<file path="src/core/mis_pkg.sv">
// constants, types and helpers shared by the interrupt sequencer files
package mis_pkg;

  // ----------------------------------------------------------------
  // sources and vectors
  // ----------------------------------------------------------------
  localparam int NSRC = 21;
  localparam int NMASK = 19;
  localparam logic [4:0] SRC_WDT = 5'h00;
  localparam logic [4:0] SRC_NMI = 5'h01;
  localparam logic [4:0] SRC_FIRST_MASKABLE = 5'h02;
  localparam logic [15:0] VEC_TABLE [0:20] = '{
    16'h0008, 16'h000A, 16'h0010, 16'h0012, 16'h0014, 16'h0016, 16'h0020,
    16'h0024, 16'h002E, 16'h0030, 16'h0032, 16'h0040, 16'h004A, 16'h0058,
    16'h005A, 16'h0060, 16'h0068, 16'h006A, 16'h006E, 16'h0070, 16'h0076};
  localparam logic [15:0] SWI_VEC_BASE = 16'h0080;

  // ----------------------------------------------------------------
  // saved word layout and status word fields
  // ----------------------------------------------------------------
  localparam int SAVE_W = 28;
  localparam int SV_PC_LSB = 0;
  localparam int SV_CSR_LSB = 16;
  localparam int SV_PSW_LSB = 20;
  localparam int PSW_MIE_BIT = 3;
  localparam int PSW_LVL_LSB = 0;
  localparam logic [1:0] LVL_NONE = 2'h0;
  localparam logic [1:0] LVL_ONE = 2'h1;
  localparam logic [1:0] LVL_TWO = 2'h2;

  // ----------------------------------------------------------------
  // register map
  // ----------------------------------------------------------------
  localparam logic [7:0] OFS_REQ = 8'h00;
  localparam logic [7:0] OFS_ENABLE = 8'h04;
  localparam logic [7:0] OFS_CTRL = 8'h08;
  localparam logic [7:0] OFS_STATE = 8'h0C;
  localparam logic [7:0] OFS_IRQ_STATUS = 8'h10;
  localparam logic [7:0] OFS_IRQ_MASK = 8'h14;
  localparam logic [7:0] OFS_SAVE1 = 8'h18;
  localparam logic [7:0] OFS_SAVE2 = 8'h1C;
  localparam logic [1:0] RESP_OKAY = 2'h0;
  localparam logic [1:0] RESP_SLVERR = 2'h2;
  localparam logic RST_MIE = 1'b0;
  localparam logic [3:0] RST_IRQ_MASK = 4'h0;
  localparam int EV_MASK_ENTRY = 0;
  localparam int EV_NMI_ENTRY = 1;
  localparam int EV_SWI_ENTRY = 2;
  localparam int EV_RETURN = 3;

  typedef enum logic [3:0] {
    ST_IDLE = 4'b0001,
    ST_SHIFT = 4'b0010,
    ST_FIRST = 4'b0100,
    ST_RET = 4'b1000
  } mis_state_t;

  typedef enum logic [2:0] {
    KIND_MASK = 3'b001,
    KIND_NMI = 3'b010,
    KIND_SWI = 3'b100
  } mis_kind_t;

  function automatic logic [15:0] vec_of(input logic [4:0] idx);
    if (idx < 5'(NSRC)) begin
      return VEC_TABLE[idx];
    end
    return 16'h0000;
  endfunction

  function automatic logic [31:0] apply_strb(input logic [31:0] old_v,
                                             input logic [31:0] new_v,
                                             input logic [3:0] strb);
    logic [31:0] r;
    r = old_v;
    for (int b = 0; b < 4; b++) begin
      if (strb[b]) begin
        r[b*8 +: 8] = new_v[b*8 +: 8];
      end
    end
    return r;
  endfunction

endpackage

</file>
<file path="src/core/mis_sel_if.sv">
// selection signals between the sequencer and its priority selector
`timescale 1ns/1ps
interface mis_sel_if;
  logic [20:0] pending;
  logic [18:0] enable;
  logic master_en;
  logic valid;
  logic [4:0] index;
  logic [15:0] vector;
  modport sel (input pending, input enable, input master_en,
               output valid, output index, output vector);
  modport ctl (output pending, output enable, output master_en,
               input valid, input index, input vector);
endinterface

</file>
<file path="src/core/mis_prio_sel.sv">
// fixed priority selector with vector lookup
`timescale 1ns/1ps
module mis_prio_sel
  import mis_pkg::*;
(
  mis_sel_if.sel sif
);
  logic [20:0] eligible;
  logic found;
  logic [4:0] idx;

  // maskable sources need both enables, the two top sources pass always
  assign eligible = sif.pending & {sif.enable & {19{sif.master_en}}, 2'b11};

  // scan from lowest priority so the highest one wins
  always_comb begin
    found = 1'b0;
    idx = 5'h00;
    for (int i = NSRC - 1; i >= 0; i--) begin
      if (eligible[i]) begin
        found = 1'b1;
        idx = 5'(i);
      end
    end
  end

  assign sif.valid = found;
  assign sif.index = idx;
  assign sif.vector = vec_of(idx);
endmodule

</file>
<file path="src/core/mis_shadow_regs.sv">
// per-level storage of return address, code segment and status
`timescale 1ns/1ps
module mis_shadow_regs
  import mis_pkg::*;
(
  input wire logic aclk,
  input wire logic aresetn,
  input wire logic wr_lvl1,
  input wire logic wr_lvl2,
  input wire logic [SAVE_W-1:0] wr_word,
  output logic [SAVE_W-1:0] lvl1_word,
  output logic [SAVE_W-1:0] lvl2_word
);
  always_ff @(posedge aclk) begin
    if (!aresetn) begin
      lvl1_word <= '0;
    end else if (wr_lvl1) begin
      lvl1_word <= wr_word;
    end
  end

  always_ff @(posedge aclk) begin
    if (!aresetn) begin
      lvl2_word <= '0;
    end else if (wr_lvl2) begin
      lvl2_word <= wr_word;
    end
  end
endmodule

</file>
<file path="src/core/mis_top.sv">
// interrupt sequencer: request flags, priority, entry and return sequencing
//
// Summary of operation
// - maskable sources need master enable and their own enable to request.
// - watchdog and pin NMI ignore every enable flag.
// - accepted source loads its fixed vector table address into the PC.
// - simultaneous requests served by fixed priority, lower ones stay pending.
// - maskable interrupt taken only while master enable is one.
// - maskable entry saves to level 1, clears master enable, level becomes 1.
// - non-maskable entry saves to level 2, level 2, master enable kept.
// - software trap does the level 1 entry with an operand-chosen vector.
// - new requests wait until the handler's first instruction completes.
// - after a data segment prefix, acceptance waits for the next instruction.
// - return restores PC and status from the current level's storage.
// - source events set request flags regardless of enables.
// - software writing one to a request flag raises a normal request.
// - request flag clears when its request is accepted.
// - writes to request or enable registers take effect after one instruction.
`timescale 1ns/1ps
module mis_top
  import mis_pkg::*;
(
  input wire logic aclk,
  input wire logic aresetn,
  input wire logic [7:0] s_axi_awaddr,
  input wire logic s_axi_awvalid,
  output logic s_axi_awready,
  input wire logic [31:0] s_axi_wdata,
  input wire logic [3:0] s_axi_wstrb,
  input wire logic s_axi_wvalid,
  output logic s_axi_wready,
  output logic [1:0] s_axi_bresp,
  output logic s_axi_bvalid,
  input wire logic s_axi_bready,
  input wire logic [7:0] s_axi_araddr,
  input wire logic s_axi_arvalid,
  output logic s_axi_arready,
  output logic [31:0] s_axi_rdata,
  output logic [1:0] s_axi_rresp,
  output logic s_axi_rvalid,
  input wire logic s_axi_rready,
  input wire logic [20:0] src_event,
  input wire logic [15:0] cpu_pc,
  input wire logic [3:0] cpu_csr,
  input wire logic [7:0] cpu_psw,
  input wire logic instr_done,
  input wire logic dsr_prefix,
  input wire logic software_trap_instr,
  input wire logic [5:0] trap_operand,
  input wire logic return_from_trap_instr,
  output logic pc_load,
  output logic [15:0] pc_load_addr,
  output logic psw_load,
  output logic [7:0] psw_load_val,
  output logic master_irq_enable,
  output logic [1:0] exception_level_field,
  output logic irq
);
  // ----------------------------------------------------------------
  // state
  // ----------------------------------------------------------------
  mis_state_t st_r;
  mis_kind_t kind_r;
  logic [20:0] request_flags_reg_r;
  logic [18:0] per_source_enable_regs_r;
  logic mie_r;
  logic [1:0] exception_level_field_r;
  logic dsr_block_r;
  logic wr_hold_r;
  logic [4:0] taken_idx_r;
  logic [15:0] pc_load_addr_r;
  logic [7:0] psw_load_val_r;
  logic [3:0] irq_status_r;
  logic [3:0] irq_mask_r;
  logic aw_held_r;
  logic w_held_r;
  logic [7:0] awaddr_r;
  logic [31:0] wdata_r;
  logic [3:0] wstrb_r;
  logic bvalid_r;
  logic [1:0] bresp_r;
  logic rvalid_r;
  logic [31:0] rdata_r;
  logic [1:0] rresp_r;

  mis_sel_if sif ();
  logic [SAVE_W-1:0] lvl1_word;
  logic [SAVE_W-1:0] lvl2_word;
  logic [SAVE_W-1:0] save_word;
  logic [7:0] status_now;
  logic hw_accept;
  logic swi_accept;
  logic rti_take;
  logic wr_commit;
  logic rd_take;
  logic [3:0] events;
  logic [31:0] rd_mux;
  logic rd_ok;
  logic wr_ok;
  logic [SAVE_W-1:0] cur_save;

  // ----------------------------------------------------------------
  // selection and acceptance
  // ----------------------------------------------------------------
  assign sif.pending = request_flags_reg_r;
  assign sif.enable = per_source_enable_regs_r;
  assign sif.master_en = mie_r;

  mis_prio_sel u_sel (
    .sif(sif.sel)
  );

  assign rti_take = return_from_trap_instr && (st_r == ST_IDLE || st_r == ST_FIRST);
  assign swi_accept = software_trap_instr && st_r == ST_IDLE && !return_from_trap_instr;
  // held off in the first-instruction window, after a prefix, after a write
  assign hw_accept = st_r == ST_IDLE && sif.valid && !dsr_block_r && !dsr_prefix && !wr_hold_r
                     && !software_trap_instr && !return_from_trap_instr;

  always_ff @(posedge aclk) begin
    if (!aresetn) begin
      st_r <= ST_IDLE;
    end else begin
      case (st_r)
        ST_IDLE: begin
          if (rti_take) begin
            st_r <= ST_RET;
          end else if (swi_accept || hw_accept) begin
            st_r <= ST_SHIFT;
          end
        end
        ST_SHIFT: begin
          st_r <= ST_FIRST;
        end
        ST_FIRST: begin
          if (rti_take) begin
            st_r <= ST_RET;
          end else if (instr_done) begin
            st_r <= ST_IDLE;
          end
        end
        ST_RET: begin
          st_r <= ST_IDLE;
        end
        default: begin
          st_r <= ST_IDLE;
        end
      endcase
    end
  end

  always_ff @(posedge aclk) begin
    if (!aresetn) begin
      kind_r <= KIND_MASK;
      taken_idx_r <= 5'h00;
    end else if (swi_accept) begin
      kind_r <= KIND_SWI;
    end else if (hw_accept) begin
      kind_r <= (sif.index < SRC_FIRST_MASKABLE) ? KIND_NMI : KIND_MASK;
      taken_idx_r <= sif.index;
    end
  end

  assign cur_save = (exception_level_field_r == LVL_TWO) ? lvl2_word : lvl1_word;

  always_ff @(posedge aclk) begin
    if (!aresetn) begin
      pc_load_addr_r <= 16'h0000;
      psw_load_val_r <= 8'h00;
    end else if (rti_take) begin
      pc_load_addr_r <= cur_save[SV_PC_LSB +: 16];
      psw_load_val_r <= cur_save[SV_PSW_LSB +: 8];
    end else if (swi_accept) begin
      pc_load_addr_r <= SWI_VEC_BASE + {9'h000, trap_operand, 1'b0};
    end else if (hw_accept) begin
      pc_load_addr_r <= sif.vector;
    end
  end

  // ----------------------------------------------------------------
  // saving and level handling
  // ----------------------------------------------------------------
  always_comb begin
    status_now = cpu_psw;
    status_now[PSW_MIE_BIT] = mie_r;
    status_now[PSW_LVL_LSB +: 2] = exception_level_field_r;
  end

  assign save_word = {status_now, cpu_csr, cpu_pc};

  mis_shadow_regs u_shadow (
    .aclk(aclk),
    .aresetn(aresetn),
    .wr_lvl1(st_r == ST_SHIFT && kind_r != KIND_NMI),
    .wr_lvl2(st_r == ST_SHIFT && kind_r == KIND_NMI),
    .wr_word(save_word),
    .lvl1_word(lvl1_word),
    .lvl2_word(lvl2_word)
  );

  always_ff @(posedge aclk) begin
    if (!aresetn) begin
      exception_level_field_r <= LVL_NONE;
    end else if (st_r == ST_SHIFT) begin
      exception_level_field_r <= (kind_r == KIND_NMI) ? LVL_TWO : LVL_ONE;
    end else if (st_r == ST_RET) begin
      exception_level_field_r <= psw_load_val_r[PSW_LVL_LSB +: 2];
    end
  end

  always_ff @(posedge aclk) begin
    if (!aresetn) begin
      mie_r <= RST_MIE;
    end else if (st_r == ST_SHIFT) begin
      if (kind_r != KIND_NMI) begin
        mie_r <= 1'b0;
      end
    end else if (st_r == ST_RET) begin
      mie_r <= psw_load_val_r[PSW_MIE_BIT];
    end else if (wr_commit && awaddr_r == OFS_CTRL && wstrb_r[0]) begin
      mie_r <= wdata_r[0];
    end
  end

  // ----------------------------------------------------------------
  // deferral windows
  // ----------------------------------------------------------------
  always_ff @(posedge aclk) begin
    if (!aresetn) begin
      dsr_block_r <= 1'b0;
    end else if (dsr_prefix) begin
      dsr_block_r <= 1'b1;
    end else if (instr_done) begin
      dsr_block_r <= 1'b0;
    end
  end

  always_ff @(posedge aclk) begin
    if (!aresetn) begin
      wr_hold_r <= 1'b0;
    end else if (wr_commit && (awaddr_r == OFS_REQ || awaddr_r == OFS_ENABLE
                               || awaddr_r == OFS_CTRL)) begin
      wr_hold_r <= 1'b1;
    end else if (instr_done) begin
      wr_hold_r <= 1'b0;
    end
  end

  // ----------------------------------------------------------------
  // request and enable flags
  // ----------------------------------------------------------------
  always_ff @(posedge aclk) begin
    logic [31:0] nxt;
    nxt = {11'h000, request_flags_reg_r};
    if (!aresetn) begin
      request_flags_reg_r <= 21'h000000;
    end else begin
      if (wr_commit && awaddr_r == OFS_REQ) begin
        nxt = apply_strb(nxt, wdata_r, wstrb_r);
      end
      if (hw_accept) begin
        nxt[sif.index] = 1'b0;
      end
      request_flags_reg_r <= nxt[20:0] | src_event;
    end
  end

  always_ff @(posedge aclk) begin
    logic [31:0] nxt;
    nxt = {13'h0000, per_source_enable_regs_r};
    if (!aresetn) begin
      per_source_enable_regs_r <= 19'h00000;
    end else if (wr_commit && awaddr_r == OFS_ENABLE) begin
      nxt = apply_strb(nxt, wdata_r, wstrb_r);
      per_source_enable_regs_r <= nxt[18:0];
    end
  end

  // ----------------------------------------------------------------
  // interrupt status and mask
  // ----------------------------------------------------------------
  assign events = {st_r == ST_RET, st_r == ST_SHIFT && kind_r == KIND_SWI,
                   st_r == ST_SHIFT && kind_r == KIND_NMI,
                   st_r == ST_SHIFT && kind_r == KIND_MASK};

  always_ff @(posedge aclk) begin
    if (!aresetn) begin
      irq_status_r <= 4'h0;
    end else if (rd_take && {s_axi_araddr[7:2], 2'b00} == OFS_IRQ_STATUS) begin
      irq_status_r <= events;
    end else begin
      irq_status_r <= irq_status_r | events;
    end
  end

  always_ff @(posedge aclk) begin
    if (!aresetn) begin
      irq_mask_r <= RST_IRQ_MASK;
    end else if (wr_commit && awaddr_r == OFS_IRQ_MASK && wstrb_r[0]) begin
      irq_mask_r <= wdata_r[3:0];
    end
  end

  // ----------------------------------------------------------------
  // axi4-lite write channel
  // ----------------------------------------------------------------
  assign wr_commit = aw_held_r && w_held_r && !bvalid_r;
  assign wr_ok = awaddr_r == OFS_REQ || awaddr_r == OFS_ENABLE || awaddr_r == OFS_CTRL
                 || awaddr_r == OFS_IRQ_MASK;

  always_ff @(posedge aclk) begin
    if (!aresetn) begin
      aw_held_r <= 1'b0;
      awaddr_r <= 8'h00;
    end else if (s_axi_awvalid && !aw_held_r) begin
      aw_held_r <= 1'b1;
      awaddr_r <= {s_axi_awaddr[7:2], 2'b00};
    end else if (wr_commit) begin
      aw_held_r <= 1'b0;
    end
  end

  always_ff @(posedge aclk) begin
    if (!aresetn) begin
      w_held_r <= 1'b0;
      wdata_r <= 32'h00000000;
      wstrb_r <= 4'h0;
    end else if (s_axi_wvalid && !w_held_r) begin
      w_held_r <= 1'b1;
      wdata_r <= s_axi_wdata;
      wstrb_r <= s_axi_wstrb;
    end else if (wr_commit) begin
      w_held_r <= 1'b0;
    end
  end

  always_ff @(posedge aclk) begin
    if (!aresetn) begin
      bvalid_r <= 1'b0;
      bresp_r <= RESP_OKAY;
    end else if (wr_commit) begin
      bvalid_r <= 1'b1;
      bresp_r <= wr_ok ? RESP_OKAY : RESP_SLVERR;
    end else if (s_axi_bready) begin
      bvalid_r <= 1'b0;
    end
  end

  // ----------------------------------------------------------------
  // axi4-lite read channel
  // ----------------------------------------------------------------
  assign rd_take = s_axi_arvalid && !rvalid_r;

  always_comb begin
    rd_ok = 1'b1;
    case ({s_axi_araddr[7:2], 2'b00})
      OFS_REQ: rd_mux = {11'h000, request_flags_reg_r};
      OFS_ENABLE: rd_mux = {13'h0000, per_source_enable_regs_r};
      OFS_CTRL: rd_mux = {31'h00000000, mie_r};
      OFS_STATE: rd_mux = {10'h000, sif.vector, st_r, exception_level_field_r};
      OFS_IRQ_STATUS: rd_mux = {28'h0000000, irq_status_r};
      OFS_IRQ_MASK: rd_mux = {28'h0000000, irq_mask_r};
      OFS_SAVE1: rd_mux = {4'h0, lvl1_word};
      OFS_SAVE2: rd_mux = {4'h0, lvl2_word};
      default: begin
        rd_mux = 32'h00000000;
        rd_ok = 1'b0;
      end
    endcase
  end

  always_ff @(posedge aclk) begin
    if (!aresetn) begin
      rvalid_r <= 1'b0;
      rdata_r <= 32'h00000000;
      rresp_r <= RESP_OKAY;
    end else if (rd_take) begin
      rvalid_r <= 1'b1;
      rdata_r <= rd_mux;
      rresp_r <= rd_ok ? RESP_OKAY : RESP_SLVERR;
    end else if (s_axi_rready) begin
      rvalid_r <= 1'b0;
    end
  end

  // ----------------------------------------------------------------
  // outputs
  // ----------------------------------------------------------------
  assign s_axi_awready = !aw_held_r;
  assign s_axi_wready = !w_held_r;
  assign s_axi_bvalid = bvalid_r;
  assign s_axi_bresp = bresp_r;
  assign s_axi_arready = !rvalid_r;
  assign s_axi_rvalid = rvalid_r;
  assign s_axi_rdata = rdata_r;
  assign s_axi_rresp = rresp_r;
  assign pc_load = st_r == ST_SHIFT || st_r == ST_RET;
  assign pc_load_addr = pc_load_addr_r;
  assign psw_load = st_r == ST_RET;
  assign psw_load_val = psw_load_val_r;
  assign master_irq_enable = mie_r;
  assign exception_level_field = exception_level_field_r;
  assign irq = |(irq_status_r & irq_mask_r);
endmodule

</file>
<file path="config.mk">
export PLATFORM = sky130hd
export DESIGN_NAME = mis_top
export DESIGN_NICKNAME = d
export VERILOG_FILES = /design/src/core/mis_pkg.sv /design/src/core/mis_sel_if.sv /design/src/core/mis_prio_sel.sv /design/src/core/mis_shadow_regs.sv /design/src/core/mis_top.sv
export SDC_FILE = /design/constraint.sdc
export NUM_CORES = 1
export LEC_CHECK = 0
export BUFFER_PORTS_ARGS = -buffer_cell sky130_fd_sc_hd__buf_4
export CAP_MARGIN = 20
export CORE_MARGIN = 2
export CORE_UTILIZATION = 37
export DETAILED_ROUTE_END_ITERATION = 12
export GPL_TIMING_DRIVEN = 0
export HOLD_SLACK_MARGIN = 0.1
export SYNTH_ARGS = -nofsm -noshare
export SYNTH_HDL_FRONTEND = slang
export SYNTH_SLANG_ARGS = --single-unit
</file>
<file path="constraint.sdc">
create_clock -name aclk -period 5.2 [get_ports aclk]
set_input_delay 1.56 -clock aclk [delete_from_list [all_inputs] [get_ports aclk]]
set_output_delay 1.56 -clock aclk [all_outputs]
set_load 0.01 [all_outputs]
</file>
Word-level counts from Yosys, hierarchy flattened. Memory sizes are Yosys's and may differ from the RTL's. Cells that the tools add are included.

Magnitude comparators: 5. Bitwise logic cells: 9. Equality and inequality tests: 22. Reductions and logical operators: 62. Muxes and demuxes: 90. Add/subtract/negate cells: 1.

Operators with widths (count): 28-bit case mux with 8 select lines (1); 16-bit 2-to-1 mux (7); 5-bit 2-to-1 mux (22); 21-bit 2-to-1 mux (4); 21-bit bitwise AND (2); 1-bit 2-to-1 mux (38); 6-bit by 3-bit == test with 1-bit output (second input constant) (5); 28-bit 2-to-1 mux (1); 1-bit logical AND (27); 21-bit inverter (1); 21-bit bitwise OR (1); 4-bit 2-to-1 mux (5); 19-bit bitwise AND (1); 6-bit by 2-bit == test with 1-bit output (second input constant) (3); 8-bit 2-to-1 mux (2); 2-bit nonzero test (8); 6-bit by 1-bit == test with 1-bit output (second input constant) (2); 2-bit 2-to-1 mux (6); 4-bit case mux with 3 select lines (1); 2-bit AND reduction (5); 8-bit by 7-bit adder with 9-bit output (first input constant) (1); 1-bit zero test (9); 8-bit zero test (1); 8-bit OR reduction (1); 27 further kinds (35).

Bits in read-only memories: 512. Output and inout bits: 71. Logic and storage cells: 217. Memories kept: 1. Input port bits: 118. Register bits after elaboration: 211.

Memories: (no name shown) (words 32, width 16, rd ports 1, clocked after Yosys merged registers in 0, write ports 0, RTL line mis_pkg.sv:66) `return VEC_TABLE[idx];`.

Logic depth before layout (Yosys ltp).
Depth after elaboration: 33. Mapped depth: 15. Mapped depth without buffers: 13.

Cells and area by module. From an unflattened synthesis, not the netlist that was laid out.

Cell total of the unflattened synthesis: 1131. Area total of the unflattened synthesis: 10630.2 um2.

Modules (own cells, without submodules): mis_top (times used 1, sequential area each 2962.8 um2, area an instance 7617.3 um2, cells each 831); mis_shadow_regs (times used 1, sequential area each 1121.1 um2, area an instance 2160.8 um2, cells each 180); mis_prio_sel (times used 1, sequential area each 0.0 um2, area an instance 852.1 um2, cells each 120).

Least setup slack after synthesis. No wires, ideal clock.

Kind: input to register. From: input port s_axi_araddr[4]. To: register rdata_r[2], in the netlist s_axi_rdata[2]. Stages: 7. Path buffers: 2. Arrival: 2.948 ns. Setup time: 0.135 ns. Setup slack: 2.117 ns. Cells stage by stage: clkbuf_1 buf_1 mux2_2 a22oi_1 nor2_1 a21oi_1 a31oi_1.

Longest elaborated chain between the ends: 2. Elaborated cells between the ends (all ways): 9. Classes of those cells: eq/ne: 7; mux: 1; reduce/logical: 1.

RTL lines: start: declaration (RTL line mis_top.sv:35) `input wire logic [7:0] s_axi_araddr,`; 6-bit by 3-bit == test with 1-bit output (tied with other cells) (RTL line mis_top.sv:355) `case ({s_axi_araddr[7:2], 2'b00})`; 28-bit case mux with 8 select lines (*) (RTL line mis_top.sv:355); end signal: assignment (RTL line mis_top.sv:378) `rdata_r <= rd_mux;`; end: declaration (RTL line mis_top.sv:83) `logic [31:0] rdata_r;`.

Mark *: on every way between the ends. The rest lies on a longest branch, timed or not. A chain may end at the register's enable or synchronous reset.

Final worst setup path.
From: register st_r[1]. To: output port pc_load.

Longest elaborated chain between the ends: 2. Elaborated cells between the ends (all ways): 3. Classes of those cells: eq/ne: 2; reduce/logical: 1.

RTL lines: start: declaration (RTL line mis_top.sv:62) `mis_state_t st_r;`; start signal: assignment (RTL line mis_top.sv:121) `st_r <= ST_IDLE;`; start signal: assignment (RTL line mis_top.sv:126) `st_r <= ST_RET;`; start signal: assignment (RTL line mis_top.sv:128) `st_r <= ST_SHIFT;`; 4-bit by 2-bit == test with 1-bit output or 4-bit == test (tied branches) (RTL line mis_top.sv:396) `assign pc_load = st_r == ST_SHIFT || st_r == ST_RET;`; 1-bit logical OR (*) (RTL line mis_top.sv:396); end: declaration (RTL line mis_top.sv:51) `output logic pc_load,`.

Marks and branches as above.

==> flow_summary_export.csv <==
group,metric,value,unit
status,status,"completed",
sta,tns,0,ns
routing,wl,35.8,mm
finish,fillCellCount,2568,
floorplan,coreArea,25200,µm²
worst_setup_path,critPathKind,"flop to output pin",
yosys,ys_seq_area_share,43.0,%
finish,area_growth,24.8,%
sta,finalMaxSlewViolations,0,
sta,whs,0.456,ns
grt,antenna_found_initial,1,
clock_tree,clock_latency,0.53,ns
yosys,synth_edf_count,0,
placed_design,dpl.cell_count,1674,
routing,drc_errors,0,
sta,fin_crit_sh,71.4,%
floorplan,start_util,37.7,%
yosys,async_flop_share,0,%
sta,skew,0.0121,ns
routing,wl_met1,15.1,mm
routing,route.met3.wl,3.40,mm
routing,routed.top_layer,"met4",
clock_tree,clock_path_buffers,3,
grt,grt_max_degree,12,
worst_setup_path,critPathBufInv,2,
routing,wl_met2,15.7,mm
worst_setup_path,path_cells,"clkbuf_1, nand3b_1, nand2_1, buf_4",
yosys,avgSynthCellArea,8.04,µm²
floorplan,fp.dieW,164,µm
routing,via_count,9601,
yosys,synthTopCellsByArea,"dfxtp_1 (43%), nand2_1 (11%), a21oi_1 (9.4%)",
yosys,synth_area_leader_cell,"dfxtp_1",
power_and_ir_drop,p_leak,4.67,nW
finish,layout_common_cells,"nand2_1 (268), dfxtp_1 (204), a21oi_1 (179)",
placed_design,place_ws,1.25,ns
finish,final-seq-area,4080,µm²
finish,drive_gt1_share,18.1,%
routing,ant_nets,0,
placed_design,gp_congestion,0.937,
sta,tightestPinTransition,0.997,ns
finish,multiInputGateArea,5000,µm²
clock_tree,cts_root_buf,"clkbuf_16",
placed_design,dpl.hpwl,27.2,mm
yosys,ys_warn_count,0,
sta,relSlewSlack,32.6,%
job,maxCapViolCount,0,
sta,setup_viol,0,
yosys,syn_inst,1180,
worst_setup_path,required,3.64,ns
clock_tree,cts_sinks,204,
yosys,yosysTopAreaCellShare,43.0,%
clock_tree,postCtsResizedCells,0,
yosys,synth_flop_cell,"dfxtp_1",
sta,rsz0062_at_grt,"false",
routing,via_per_inst,5.60,
worst_setup_path,worstSetupEndpointType,"output pin",
grt,grt_usage,26.1,%
yosys,synth_seq_cells,204,
worst_setup_path,cp_max_fo,9,
worst_setup_path,cpMaxStageDelayCell,"nand3b_1",
worst_setup_path,arrival,2.15,ns
placed_design,io_buffer_count,159,
routing,avgRoutedWirePerCell,20.8,µm
worst_hold_path,holdCritPathClass,"flop to flop",
power_and_ir_drop,ir_worst_vdd,0.202,mV
finish,layout.nets,1498,
clock_tree,tritoncts,"done",
worst_setup_path,max_stage_delay,0.47,ns
clock_tree,holdBufCountCts,0,
power_and_ir_drop,p_per_area,312,nW/µm²
clock_tree,clkSlewWorstSetupHoldPaths,0.06,ns
sta,finalHoldViolations,0,
clock_tree,cts_setup_buffers,0,
worst_setup_path,cp_top_family,"simple AND/OR/NAND/NOR gates",
sta,setup_ws,1.49,ns
yosys,syn_area,9490,µm²
grt,grt_pass1_vias,9147,
floorplan,dieArea,26900,µm²
floorplan,die_y,164,µm
sta,fmax,0.270,GHz
grt,grt_pass1_wl,53.3,mm
clock_tree,cts_made_buffers,24,
power_and_ir_drop,finalPower,3.70,mW
routing,drt_iter0_markers,893,
finish,layoutNonFillerInstCount,1715,
worst_setup_path,start_kind,"flop",
finish,final_common_cell,"nand2_1",
yosys,yosys.cell_types.count,76,
floorplan,io_pins,189,
floorplan,rows,58,
routing,dr.pass1.iters,8,
grt,grt-ovfl-total,0,
sta,min_period,3.71,ns
clock_tree,h-tree-depth,1,
## tightest hold or removal path, cell delays in order (launching register included)
cell and delay [ns]:
dfxtp_1 0.31, nand2_1 0.05, a21oi_1 0.05
## stage by stage
step / area, µm² / utilization [%]
6_report: 11800 / 47.0
5_1_grt: 11800 / 47.0
4_1_cts: 11800 / 47.0
3_5_place_dp: 11100 / 44.1
3_3_place_gp: 11100 / 44.1
2_1_floorplan: 9510 / -
## metal layers
| metal | vias up | GRT usage, % |
|---|---|---|
| li1 | 4537 | - |
| met4 | 0 | 10.9 |
| met3 | 87 | 5.83 |
| met1 | 4548 | 34.7 |
| met5 | - | 0 |
| met2 | 429 | 40.7 |
## cell usage after synthesis (6+ instances only)
cell type  number
clkbuf_1       58
buf_4           7
nand2_1       268
o21a_1         24
nor2_1        109
a311oi_1       10
inv_1          10
a22oi_1        25
dfxtp_1       204
nand3_1        21
a21oi_1       179
a222oi_1       13
ha_1           10
buf_2           6
o21ai_0        26
a31oi_1        16
nor3_1         13
mux2i_1        53
## layout make-up
cell class	count	area share [%]
clock buffer	36	5.97
buffer	80	3.22
tap	330	3.49
sequential	204	34.5
antenna	1	0.0211
inverter	12	0.380
clock inverter	4	0.169
multi-input combinational	889	42.2
timing repair buffer	159	10.1
## sequential cells by signal, summed over array words and instances (netlist names), 3 cells and up
signal                    flops
awaddr_r                      6
irq_mask_r                    4
irq_status_r                  4
kind_r                        3
pc_load_addr                 16
per_source_enable_regs_r     19
psw_load_val                  8
request_flags_reg_r          21
s_axi_rdata                  28
st_r                          4
u_shadow.lvl1_word           28
u_shadow.lvl2_word           28
wdata_r                      21
wstrb_r                       3
## report_power, final
group / total (mW) / internal [mW] / leakage (nW) / switching [mW]
registers: 1.69 / 1.63 / 1.66 / 0.0664
clock network: 1.59 / 0.928 / 0.361 / 0.664
logic: 0.416 / 0.171 / 2.64 / 0.244
total: 3.70 / 2.72 / 4.67 / 0.975
## worst paths after layout
kind                                              start                endpoint  slack, ns  depth (start not counted)
worst min register to register   u_shadow.lvl1_word[17]  u_shadow.lvl1_word[17]       0.46                          2
worst min-delay path             u_shadow.lvl1_word[17]  u_shadow.lvl1_word[17]       0.46                          2
worst max register to register  request_flags_reg_r[18]          s_axi_rdata[8]       1.55                         12
worst max-delay path                            st_r[1]                 pc_load       1.49                          4
## logic make-up (layout without fill, tap and decap cells)
family / count (synthesis) / after routing / synth area share [%]
mux: 57 / 57 / 6.18
other cells: 1 / 7 / 0.0395
simple gates: 471 / 471 / 21.8
fa+ha+maj: 10 / 10 / 1.32
compound gates: 344 / 344 / 23.0
flops: 204 / 204 / 43.0
xor+xnor: 1 / 1 / 0.0923
buf+inv: 92 / 291 / 4.50
Note: power is estimated with default switching activity, not from simulation.
